### config.mk
export PLATFORM = sky130hd
export DESIGN_NAME = priv_issue_ctl
export DESIGN_NICKNAME = d
export VERILOG_FILES = /design/src/rtl/priv_issue_pkg.sv /design/src/rtl/ret_stack_if.sv /design/src/rtl/ret_addr_stack.sv /design/src/rtl/priv_issue_ctl.sv
export VERILOG_INCLUDE_DIRS = /design/src /design/src/rtl
export SDC_FILE = /design/constraint.sdc
export NUM_CORES = 1
export LEC_CHECK = 0
export BUFFER_PORTS_ARGS = -buffer_cell sky130_fd_sc_hd__buf_2
export CAP_MARGIN = 20
export CORE_UTILIZATION = 56
export DETAILED_ROUTE_END_ITERATION = 8
export PLACE_DENSITY = 0.8
export SLEW_MARGIN = 20
export SYNTH_ARGS = -nofsm -noshare
export SYNTH_HDL_FRONTEND = slang
export SYNTH_SLANG_ARGS = --single-unit
### constraint.sdc
create_clock -name i_clk_sys -period 6.94 [get_ports i_clk_sys]
set_input_delay 0.694 -clock i_clk_sys [delete_from_list [all_inputs] [get_ports i_clk_sys]]
set_output_delay 0.694 -clock i_clk_sys [all_outputs]
set_load 0.005 [all_outputs]
### src/rtl/priv_issue_regs.svh
// Purpose: Named constants for the privileged issue control block
// Assumes: Included by the stack and issue control modules, not by the package
// Notes: Definitions only
`ifndef PRIV_ISSUE_REGS_SVH
`define PRIV_ISSUE_REGS_SVH
`define FPC_LATENCY_CYC 3'h4
`define FETCH_WINDOW_LEN 3'h4
`define SPACE_SCORE_HI 7
`define SPACE_SCORE_LO 4
`define RS_DEPTH 8
`define PM_BIT 0
`endif

### src/rtl/priv_issue_pkg.sv
// Purpose: Types for the privileged issue control block
// Assumes: Header holds the numeric constants
// Notes: Operation classes presented at issue and retire
package priv_issue_pkg;
    typedef enum logic [3:0] {
        OP_NONE, OP_LOAD, OP_STORE, OP_LOAD_U, OP_STORE_U,
        OP_PRIV_LOAD, OP_PRIV_STORE, OP_EVICT, OP_WHINT,
        OP_LOAD_LOCKED, OP_STORE_COND, OP_PRIV_STORE_COND
    } mem_op_e;
    typedef enum logic [1:0] {
        FL_IDLE, FL_ARMED, FL_DRAIN
    } flush_state_e;
endpackage : priv_issue_pkg

### src/rtl/ret_stack_if.sv
// Purpose: Carrier between issue control and the return stack
// Assumes: One clock domain
// Notes: Push and pop are one-cycle pulses
`timescale 1ns/1ps
interface ret_stack_if #(parameter int AW = 64);
    logic push;
    logic pop;
    logic [AW-1:0] push_addr;
    logic [AW-1:0] top_addr;
    logic top_valid;
    modport ctl (output push, output pop, output push_addr,
                 input top_addr, input top_valid);
    modport stk (input push, input pop, input push_addr,
                 output top_addr, output top_valid);
endinterface : ret_stack_if

### src/rtl/ret_addr_stack.sv
// Purpose: Return-address stack memory with registered read data
// Assumes: Push and pop not asserted together
// Notes: Wraps on overflow
`timescale 1ns/1ps
`include "priv_issue_regs.svh"
module ret_addr_stack #(
    parameter int DEPTH = `RS_DEPTH
) (
    // Clock and reset
    input wire logic i_clk_sys,
    input wire logic i_nrst,
    // Stack port
    ret_stack_if.stk rs
);
    localparam int PW = $clog2(DEPTH);
    logic [$bits(rs.push_addr)-1:0] mem [DEPTH];
    logic [PW-1:0] ptr_reg;
    logic [PW:0] cnt_reg;
    logic [$bits(rs.push_addr)-1:0] top_reg;

    always_ff @(posedge i_clk_sys or negedge i_nrst) begin
        if (!i_nrst) begin
            ptr_reg <= '0;
            cnt_reg <= '0;
        end else if (rs.push) begin
            ptr_reg <= ptr_reg + 1'b1;
            if (cnt_reg != (PW+1)'(DEPTH)) begin
                cnt_reg <= cnt_reg + 1'b1;
            end
        end else if (rs.pop && cnt_reg != '0) begin
            ptr_reg <= ptr_reg - 1'b1;
            cnt_reg <= cnt_reg - 1'b1;
        end
    end

    always_ff @(posedge i_clk_sys) begin
        if (rs.push) begin
            mem[ptr_reg] <= rs.push_addr;
        end
    end

    always_ff @(posedge i_clk_sys) begin
        if (rs.push) begin
            top_reg <= rs.push_addr;
        end else begin
            top_reg <= mem[ptr_reg - PW'(rs.pop ? 2 : 1)];
        end
    end

    assign rs.top_addr = top_reg;
    assign rs.top_valid = (cnt_reg != '0);
endmodule : ret_addr_stack

### src/rtl/priv_issue_ctl.sv
// Purpose: Issue, retire and prediction control in privileged mode
// Assumes: Issue and retire events arrive as one-cycle pulses
// Notes: Firmware keeps its own ordering obligations
//
// Behaviour
// - On bad fetch address, fault register holds address bits 63:1.
// - Float control updates on retire; stalling return gives four cycles.
// - Cache disabled: fetch only by stream hits, wrap fill walks page.
// - Privileged store-conditional leaves lock flag as it was.
// - Ordinary memory operation between lock and store-conditional fails it, except OP_LOAD_U with i_mem_rd_zero.
// - Cache flush waits for stalling return and fetch drain.
// - Stalling return for clear-map write triggers no flush.
// - Mispredicted return may drop privileged mode temporarily.
// - Branches predicted not taken except first four-instruction fetch.
// - Register reads and writes wait on store bubbles; loads on load.
// - Non-privileged loads update fault registers; privileged never status.
`timescale 1ns/1ps
`include "priv_issue_regs.svh"
module priv_issue_ctl
    import priv_issue_pkg::*;
#(
    parameter int AW = 64,
    parameter int DW = 64
) (
    // Clock and reset
    input wire logic i_clk_sys,
    input wire logic i_nrst,
    // Returns and prediction
    input wire logic i_ret_fetch,
    input wire logic i_ret_stall,
    input wire logic i_ret_mispred,
    input wire logic i_ret_native,
    input wire logic i_ret_retire,
    input wire logic i_trap_enter,
    input wire logic [AW-1:0] i_trap_pc,
    input wire logic i_call_entry,
    input wire logic i_flow_start,
    input wire logic i_fetch_slot,
    input wire logic i_cond_branch,
    input wire logic i_hint_taken,
    output logic o_predict_taken,
    output logic [AW-1:0] o_ret_predict,
    output logic o_ret_predict_valid,
    output logic o_priv_mode,
    // Jump fault
    input wire logic i_jump_fault,
    input wire logic [AW-1:0] i_fault_pc,
    output logic o_bad_fetch_address_flag,
    output logic [AW-1:0] o_fault_addr,
    output logic [AW-1:0] o_exception_pc,
    // Register reads, writes and loads
    input wire logic i_irw_retire,
    input wire logic i_irw_is_xlate,
    input wire logic i_irw_is_space,
    input wire logic [7:0] i_issue_scoreboard,
    input wire logic i_irw_req,
    input wire logic i_irr_req,
    input wire logic i_store_bubble_busy,
    input wire logic i_load_bubble_busy,
    input wire logic i_load_req,
    output logic o_irw_issue_ok,
    output logic o_irr_issue_ok,
    output logic o_load_issue_ok,
    output logic o_space_score_busy,
    // Float control
    input wire logic i_fpc_write_retire,
    input wire logic [DW-1:0] i_fpc_data,
    output logic [DW-1:0] o_float_control,
    output logic o_float_op_ok,
    // Instruction cache
    input wire logic i_icache_enable,
    input wire logic i_stream_hit,
    input wire logic i_wrap_fill,
    input wire logic i_flush_req,
    input wire logic i_clear_map_req,
    input wire logic i_fetch_outstanding,
    output logic o_fetch_supply_ok,
    output logic o_stream_page_walk,
    output logic o_icache_flush,
    // Lock flag and memory status
    input wire logic i_mem_valid,
    input wire logic [3:0] i_mem_op,
    input wire logic i_mem_rd_zero,
    input wire logic [AW-1:0] i_mem_addr,
    input wire logic i_mem_fault,
    output logic o_lock_flag,
    output logic o_sc_success,
    output logic o_sc_done,
    output logic o_mm_status_upd
);
    // ---------------------------------------------------------------
    // Return stack and privileged mode
    // ---------------------------------------------------------------
    ret_stack_if #(.AW(AW)) rs ();
    ret_addr_stack #(.DEPTH(`RS_DEPTH)) u_stack (
        .i_clk_sys(i_clk_sys),
        .i_nrst(i_nrst),
        .rs(rs)
    );
    assign rs.push = i_trap_enter;
    assign rs.push_addr = i_trap_pc;
    assign rs.pop = i_ret_fetch && i_ret_native;
    assign o_ret_predict = rs.top_addr;
    assign o_ret_predict_valid = rs.top_valid && i_ret_native;

    logic priv_reg;
    logic spec_exit_reg;
    always_ff @(posedge i_clk_sys or negedge i_nrst) begin
        if (!i_nrst) begin
            priv_reg <= 1'b1;
            spec_exit_reg <= 1'b0;
        end else if (i_trap_enter) begin
            priv_reg <= 1'b1;
            spec_exit_reg <= 1'b0;
        end else if (i_ret_retire) begin
            priv_reg <= 1'b0;
            spec_exit_reg <= 1'b0;
        end else if (i_ret_fetch && i_ret_mispred) begin
            spec_exit_reg <= 1'b1;
        end else if (spec_exit_reg && !i_ret_fetch) begin
            spec_exit_reg <= 1'b0;
        end
    end
    assign o_priv_mode = priv_reg && !spec_exit_reg;

    // ---------------------------------------------------------------
    // Branch prediction window
    // ---------------------------------------------------------------
    logic [2:0] win_reg;
    always_ff @(posedge i_clk_sys or negedge i_nrst) begin
        if (!i_nrst) begin
            win_reg <= '0;
        end else if (i_flow_start && !i_call_entry) begin
            win_reg <= `FETCH_WINDOW_LEN;
        end else if (i_fetch_slot && win_reg != '0) begin
            win_reg <= win_reg - 1'b1;
        end
    end
    // Outside the first fetch, privileged branches go not taken
    assign o_predict_taken = i_cond_branch &&
        (!priv_reg || win_reg != '0) && i_hint_taken;

    // ---------------------------------------------------------------
    // Jump fault addressing
    // ---------------------------------------------------------------
    always_ff @(posedge i_clk_sys or negedge i_nrst) begin
        if (!i_nrst) begin
            o_bad_fetch_address_flag <= 1'b0;
            o_fault_addr <= '0;
            o_exception_pc <= '0;
        end else if (i_jump_fault) begin
            o_bad_fetch_address_flag <= 1'b1;
            o_fault_addr <= {i_fault_pc[AW-1:1], 1'b0};
            o_exception_pc <= {{(AW-1){1'b0}}, priv_reg};
        end else if (i_trap_enter) begin
            o_bad_fetch_address_flag <= 1'b0;
            o_exception_pc <= {i_trap_pc[AW-1:1], priv_reg};
        end
    end

    // ---------------------------------------------------------------
    // Issue gating
    // ---------------------------------------------------------------
    assign o_space_score_busy =
        |i_issue_scoreboard[`SPACE_SCORE_HI:`SPACE_SCORE_LO];
    assign o_irw_issue_ok = i_irw_req && !i_store_bubble_busy &&
        !(i_irw_is_space && o_space_score_busy);
    assign o_irr_issue_ok = i_irr_req && !i_store_bubble_busy;
    assign o_load_issue_ok = i_load_req && !i_load_bubble_busy;

    // ---------------------------------------------------------------
    // Float control update
    // ---------------------------------------------------------------
    logic [2:0] fpc_cnt_reg;
    always_ff @(posedge i_clk_sys or negedge i_nrst) begin
        if (!i_nrst) begin
            o_float_control <= '0;
        end else if (i_fpc_write_retire) begin
            o_float_control <= i_fpc_data;
        end
    end
    always_ff @(posedge i_clk_sys or negedge i_nrst) begin
        if (!i_nrst) begin
            fpc_cnt_reg <= '0;
        end else if (i_fpc_write_retire) begin
            fpc_cnt_reg <= `FPC_LATENCY_CYC;
        end else if (fpc_cnt_reg != '0) begin
            fpc_cnt_reg <= fpc_cnt_reg - 1'b1;
        end
    end
    assign o_float_op_ok = (fpc_cnt_reg == '0);

    // ---------------------------------------------------------------
    // Instruction fetch supply
    // ---------------------------------------------------------------
    assign o_fetch_supply_ok = i_icache_enable || i_stream_hit;
    always_ff @(posedge i_clk_sys or negedge i_nrst) begin
        if (!i_nrst) begin
            o_stream_page_walk <= 1'b0;
        end else if (i_icache_enable || i_stream_hit) begin
            o_stream_page_walk <= 1'b0;
        end else if (i_wrap_fill) begin
            o_stream_page_walk <= 1'b1;
        end
    end

    // ---------------------------------------------------------------
    // Instruction cache flush
    // ---------------------------------------------------------------
    flush_state_e fl_reg;
    always_ff @(posedge i_clk_sys or negedge i_nrst) begin
        if (!i_nrst) begin
            fl_reg <= FL_IDLE;
        end else begin
            case (fl_reg)
                FL_IDLE: begin
                    if (i_flush_req) begin
                        fl_reg <= FL_ARMED;
                    end
                end
                FL_ARMED: begin
                    if (i_ret_retire && i_ret_stall) begin
                        fl_reg <= FL_DRAIN;
                    end
                end
                FL_DRAIN: begin
                    if (!i_fetch_outstanding) begin
                        fl_reg <= FL_IDLE;
                    end
                end
                default: fl_reg <= FL_IDLE;
            endcase
        end
    end
    // Clear-map requests never arm the flush machine
    logic unused_clear_map;
    assign unused_clear_map = i_clear_map_req;
    always_ff @(posedge i_clk_sys or negedge i_nrst) begin
        if (!i_nrst) begin
            o_icache_flush <= 1'b0;
        end else begin
            o_icache_flush <= (fl_reg == FL_DRAIN) && !i_fetch_outstanding;
        end
    end

    // ---------------------------------------------------------------
    // Lock flag and memory status
    // ---------------------------------------------------------------
    logic [AW-1:0] lock_addr_reg;
    mem_op_e op;
    logic kills_lock;
    assign op = mem_op_e'(i_mem_op);
    assign kills_lock = i_mem_valid && (op == OP_LOAD ||
        op == OP_STORE || op == OP_STORE_U ||
        (op == OP_LOAD_U && !i_mem_rd_zero));
    always_ff @(posedge i_clk_sys or negedge i_nrst) begin
        if (!i_nrst) begin
            o_lock_flag <= 1'b0;
            lock_addr_reg <= '0;
        end else if (i_mem_valid && op == OP_LOAD_LOCKED) begin
            o_lock_flag <= 1'b1;
            lock_addr_reg <= i_mem_addr;
        end else if (kills_lock) begin
            o_lock_flag <= 1'b0;
        end else if (i_mem_valid && op == OP_STORE_COND) begin
            o_lock_flag <= 1'b0;
        end
        // Privileged store-conditional keeps the flag
    end
    always_ff @(posedge i_clk_sys or negedge i_nrst) begin
        if (!i_nrst) begin
            o_sc_success <= 1'b0;
            o_sc_done <= 1'b0;
        end else begin
            o_sc_done <= i_mem_valid &&
                (op == OP_STORE_COND || op == OP_PRIV_STORE_COND);
            o_sc_success <= o_lock_flag &&
                lock_addr_reg == i_mem_addr;
        end
    end
    always_ff @(posedge i_clk_sys or negedge i_nrst) begin
        if (!i_nrst) begin
            o_mm_status_upd <= 1'b0;
        end else begin
            o_mm_status_upd <= i_mem_valid && i_mem_fault &&
                op != OP_PRIV_LOAD;
        end
    end
endmodule : priv_issue_ctl

# --- Word level (Yosys, flattened, before mapping) ---
# Memory sizes are Yosys's and may differ from the RTL's.
# Cells that the tools add are included.
totals:
  input_bits: 300
  out_inout_bits: 272
  word_cells: 131
  ram_bits: 512
  n_memories: 1
  reg_bits: 343
op_classes:
  addsub: 7
  mux: 32
  n_eq_ne: 16
  n_reduce_logical: 56
mem_list:
  columns: ["memory", "depth", "word_bits", "rd", "rd_ports_with_merged_regs", "write_ports", "line", "text"]
  rows:
  - ["u_stack.mem", 8, 64, 1, 0, 1, "ret_addr_stack.sv:16", "logic [$bits(rs.push_addr)-1:0] mem [DEPTH];"]
op_table:
  columns: ["operator", "count"]
  rows:
  - ["$mux W64", 3]
  - ["$eq A64 B64 Y1", 1]
  - ["$logic_and A1 B1 Y1", 25]
  - ["$mux W3", 6]
  - ["$mux W1", 15]
  - ["$eq A4 B4 Y1 const B", 3]
  - ["$mux W4", 3]
  - ["$reduce_bool A2 Y1", 6]
  - ["$logic_not A1 Y1", 9]
  - ["$reduce_bool A3 Y1", 3]
  - ["$sub A3 B1 Y3 const B", 3]
  - ["$eq A4 B2 Y1 const B", 2]
  - ["$mux W2", 4]
  - ["$reduce_bool A4 Y1", 2]
  - ["$logic_or A1 B1 Y1", 6]
  - ["$ne A2 B2 Y1 const B", 3]
  - ["$pmux W2 S3", 1]
  - ["$add A4 B1 Y4 const B", 1]
  - ["$eq A4 B1 Y1 const B", 1]
  - ["$eq A4 B3 Y1 const B", 1]
  - ["$ne A4 B3 Y1 const B", 1]
  - ["$ne A4 B4 Y1 const B", 1]
  - ["$reduce_or A4 Y1", 1]
  - ["$sub A4 B1 Y4 const B", 1]
  - ["9 further kinds", 9]

# --- Depth between registers and ports, before layout ---
logic_depth:
  word_depth: 7
  ltp_mapped: 9
  depth_no_buf: 7

# --- Cells and area by module ---
# From an unflattened synthesis, not the netlist that was laid out.
hier_totals:
  cells_unflattened: 1812
  hier_area_um2: 32797.7
modules_own_cells:
  columns: ["mod", "cells_each", "seq_area_each_um2", "n_inst", "area_each_um2"]
  rows:
  - ["ret_addr_stack", 1001, 16831.1, 1, 21623.2]
  - ["priv_issue_ctl", 811, 6807.8, 1, 11174.5]

# --- Worst setup path after synthesis ---
# No wires, ideal clock.
synth_timing:
  path_type: "input port to flip-flop"
  from: "input i_trap_enter"
  to: "memory u_stack.mem[4][0] in the netlist's numbering (enable)"
  path_buffers: 3
  slack_ps: 519
  cell_stages: 5
  setup_time_ps: 565
  t_arrival_ps: 5856
  required_ps: 6375
  cell_sequence: "buf_2 > clkbuf_1 > buf_2 > nand2_1 > nor3_1"
synth_via:
  elab_chain_len: 2
synth_rtl:
  columns: ["item", "line", "text"]
  rows:
  - ["from (decl)", "priv_issue_ctl.sv:34", "input wire logic i_trap_enter,"]
  - ["$mux W1", "ret_addr_stack.sv:37", "if (rs.push) begin"]
  - ["$mux W1 (not written as such)", "ret_addr_stack.sv:38", "mem[ptr_reg] <= rs.push_addr;"]
  - ["to (decl)", "ret_addr_stack.sv:16", null]
# No other way between the ends.

# --- Worst setup path after layout ---
layout_timing:
  from: "register u_stack.ptr_reg[0]"
  to: "register u_stack.top_reg[63], in the netlist u_stack.rs.top_addr[63]"
layout_via:
  elab_chain_len: 3
layout_rtl:
  columns: ["item", "line", "text"]
  rows:
  - ["from (decl)", "ret_addr_stack.sv:17", "logic [PW-1:0] ptr_reg;"]
  - ["from (signal assigned)", "ret_addr_stack.sv:26", "ptr_reg <= ptr_reg + 1'b1;"]
  - ["from (signal assigned)", "ret_addr_stack.sv:31", "ptr_reg <= ptr_reg - 1'b1;"]
  - ["$sub A3 B3 Y3", "ret_addr_stack.sv:46", "top_reg <= mem[ptr_reg - PW'(rs.pop ? 2 : 1)];"]
  - ["$mem_v2 Z8 W64", null, null]
  - ["$mux W64", "ret_addr_stack.sv:43", "if (rs.push) begin"]
  - ["to (signal assigned)", "ret_addr_stack.sv:44", "top_reg <= rs.push_addr;"]
  - ["to (signal assigned)", "ret_addr_stack.sv:46", null]
  - ["to (decl)", "ret_addr_stack.sv:19", "logic [$bits(rs.push_addr)-1:0] top_reg;"]
# No other way between the ends.
# A chain may end at the register's enable or synchronous reset.

==> metrics.yaml <==
cp_max_fo: 45
worstReg2RegEnd: "u_stack.rs.top_addr[63]"
multi_input_area_sq_um: 8287
p_per_area_nw_per_um2: 400.2
clk_pin_slew_ns: 0.07
drtAntennaViolNets: 0
cts_resized: 0
ys_seq_area_frac: 0.7302
synth_cell_types: 59
min_path_type: "primary input to flop"
yosysTopAreaCell: "edfxtp_1"
r2r_cells: 7
drc_errors: 0
wirelength_microns: 83910
setup_violations: 0
buffer_ports.inserted: 562
start_util: 0.5709
cts_max_level: 3
slowest_stage: "fa_4"
ys_ff_latch: 855
hold_depth: 2
nets: 2687
cp.required_ns: 7.42
r2r_slack_ns: 3.07
syn_area_sq_um: 32370
grt_overflow: 0
die-area_sq_um: 58780
ir_drop_mv: 0.3375
yosysTopAreaCellShare: 0.4749
hold_start: "i_fetch_outstanding"
grt_pass1_vias: 19300
groute.usage.overall: 0.2882
path_cells: "inv_1 -> ha_4 -> fa_4 -> buf_4 -> mux4_2 -> mux2i_1 -> o21ai_0"
cp_slowest_stage_delay_ns: 1.27
cts_root_buffer: "clkbuf_16"
maxCapViolCount: 0
antenna_found_initial: 22
finalCoreUtilization: 0.6856
synth_fp_nets: 2100
tns_ns: 0
slew_headroom: 0.2308
clk_latency_ns: 0.64
worstMarginPinSlew_ns: 1.154
cts_buffers: 84
ios: 572
reg2reg_from: "u_stack.ptr_reg[0]"
crit_arrival_ns: 4.34
leakage_nw: 15.39
drv_slew: 0
cts.path.max_buffers: 3
syn_area_per_cell_sq_um: 18.09
routed_via_density: 5.801
clock.fmax_mhz: 258.5
grt_pass1_wl_microns: 123800
hpwl_microns: 53530
fillCellCount: 3625
synthTopCellsByArea: "edfxtp_1, dfrtp_1, mux4_2"
ff_latch_area_sq_um: 23640
route.vias.total: 18640
clock_sink_count: 855
top_register: "u_stack.mem"
holdPathEnd: "o_icache_flush"
post-route-min-period_ns: 3.868
drt_iter0_drc: 1579
postCtsSetupRepairBufs: 0
synth_top_flop_cell: "edfxtp_1"
fp-row-count: 87
die_x_microns: 242.4
die_h_microns: 242.4
area_delta_synth_final_pct: 20.11
async_reset_ff_frac: 0.3263
rsz0062_at_grt: "false"
yosysWarnings: 0
grt_max_degree: 161
largest_reg_flops: 512
synth_edf_count: 512
finClkSkew_ns: 0.02127
detail_route.wl_per_cell_microns: 26.11
status: "finished clean"
period_share: 0.5574
syn_inst: 1790
cts_tree: "yes"
criticalPathCategory: "flop to flop"
place_congestion: 0.9096
final_hold_viol_count: 0
synth_top_cells_by_count: "edfxtp_1, dfrtp_1, mux2_2"
drive_gt1_frac: 0.4287
cp-start-kind: "flop"
end_kind: "flop"
synth_most_common_cell: "edfxtp_1"
core_sq_um: 56710
drtPass1Iterations: 5
-- power by group --
group	switching [mW]	leakage, nW	internal [mW]
combinational	2.30	5.38	1.97
clock	1.97	1.41	2.72
sequential	0.316	8.60	6.30
total	4.58	15.4	11.0
-- how the worst max path moves through the flow --
stage | startpoint | to | slack [ns] | depth (start not counted)
after floorplan | i_trap_enter | u_stack.mem[4][0] | 0.52 | 5
after global placement | i_ret_fetch | u_stack.rs.top_addr[63] | 2.79 | 8
after detailed placement | i_ret_fetch | u_stack.rs.top_addr[63] | 2.73 | 8
after CTS | u_stack.ptr_reg[0] | u_stack.rs.top_addr[63] | 3.06 | 7
after global routing | u_stack.ptr_reg[0] | u_stack.rs.top_addr[63] | 2.78 | 7
final | u_stack.ptr_reg[0] | u_stack.rs.top_addr[63] | 3.07 | 7
-- cell type report --
cell class / instances / share of cell area
Clock buffer: 112 / 0.06072
Tap cell: 756 / 0.02433
Antenna cell: 9 / 0.0005792
Sequential cell: 855 / 0.6079
Multi-Input combinational cell: 827 / 0.2131
Timing Repair Buffer: 586 / 0.07800
Clock inverter: 46 / 0.01313
Inverter: 23 / 0.002220
-- per-layer routing --
metal	wire length, microns	track usage	vias to the layer above
li1	-	-	7990
met1	31740	0.3643	9632
met2	41700	0.4762	820
met3	6751	0.06902	188
met4	3630	0.1286	14
met5	95	0	-
-- metrics by stage --
stage	setup WS, ns	hold WS (ns)	area (sq um)	instances	total power, mW
floorplan	0.5193	0.3984	32370	1790	9.581
global placement	2.795	0.4415	35980	3046	10.81
detailed placement	2.732	0.4776	35980	3046	10.96
CTS	3.062	0.2094	38860	3205	15.69
global route	2.777	0.2245	38870	3209	16.17
finish	3.072	0.2508	38880	3214	15.56
-- kinds of logic (layout without fill, tap and decap cells) --
family | Yosys count | in the layout | share of synthesized area
buf+inv | 108 | 767 | 0.01646
other cells | 1 | 10 | 0.0001158
simple gates | 206 | 206 | 0.02786
mux | 381 | 381 | 0.1747
fa+ha+maj | 10 | 10 | 0.004560
xor+xnor | 64 | 64 | 0.01789
compound gates | 165 | 165 | 0.02825
flops | 855 | 855 | 0.7302
-- repair_timing --
| item | CTS | global route |
|---|---|---|
| setup endpoints to repair | 0 | 0 |
| hold buffers | 1 | 0 |
| hold endpoints to repair | 55 | 0 |
-- placed cells by master, fill, tap and decap left out, drive strengths merged, types with 3 or more instances in the layout --
master    instances
a21o              4
a21oi            70
a221oi            3
buf             585
bufinv            8
clkbuf          112
clkinv           30
clkinvlp          3
dfrtp           278
dfxtp            64
diode             9
edfxtp          512
fa                3
ha                7
inv              28
mux2            189
mux2i            64
mux4            128
nand2           144
nand2b            3
nand4             8
nor2             20
nor2b             4
nor3              5
nor4              7
o21ai            71
o22ai             3
xnor2            34
xor2             30
-- worst max-delay path, delay by kind of cell (launching register included) --
family / cells / cell delay (ns)
muxes: 2 / 0.73
DFF: 1 / 0.52
adders and majority gates: 2 / 1.46
buffers and inverters: 2 / 0.83
AOI/OAI and AO/OA: 1 / 0.13
Power figures use the tool's default switching activity.
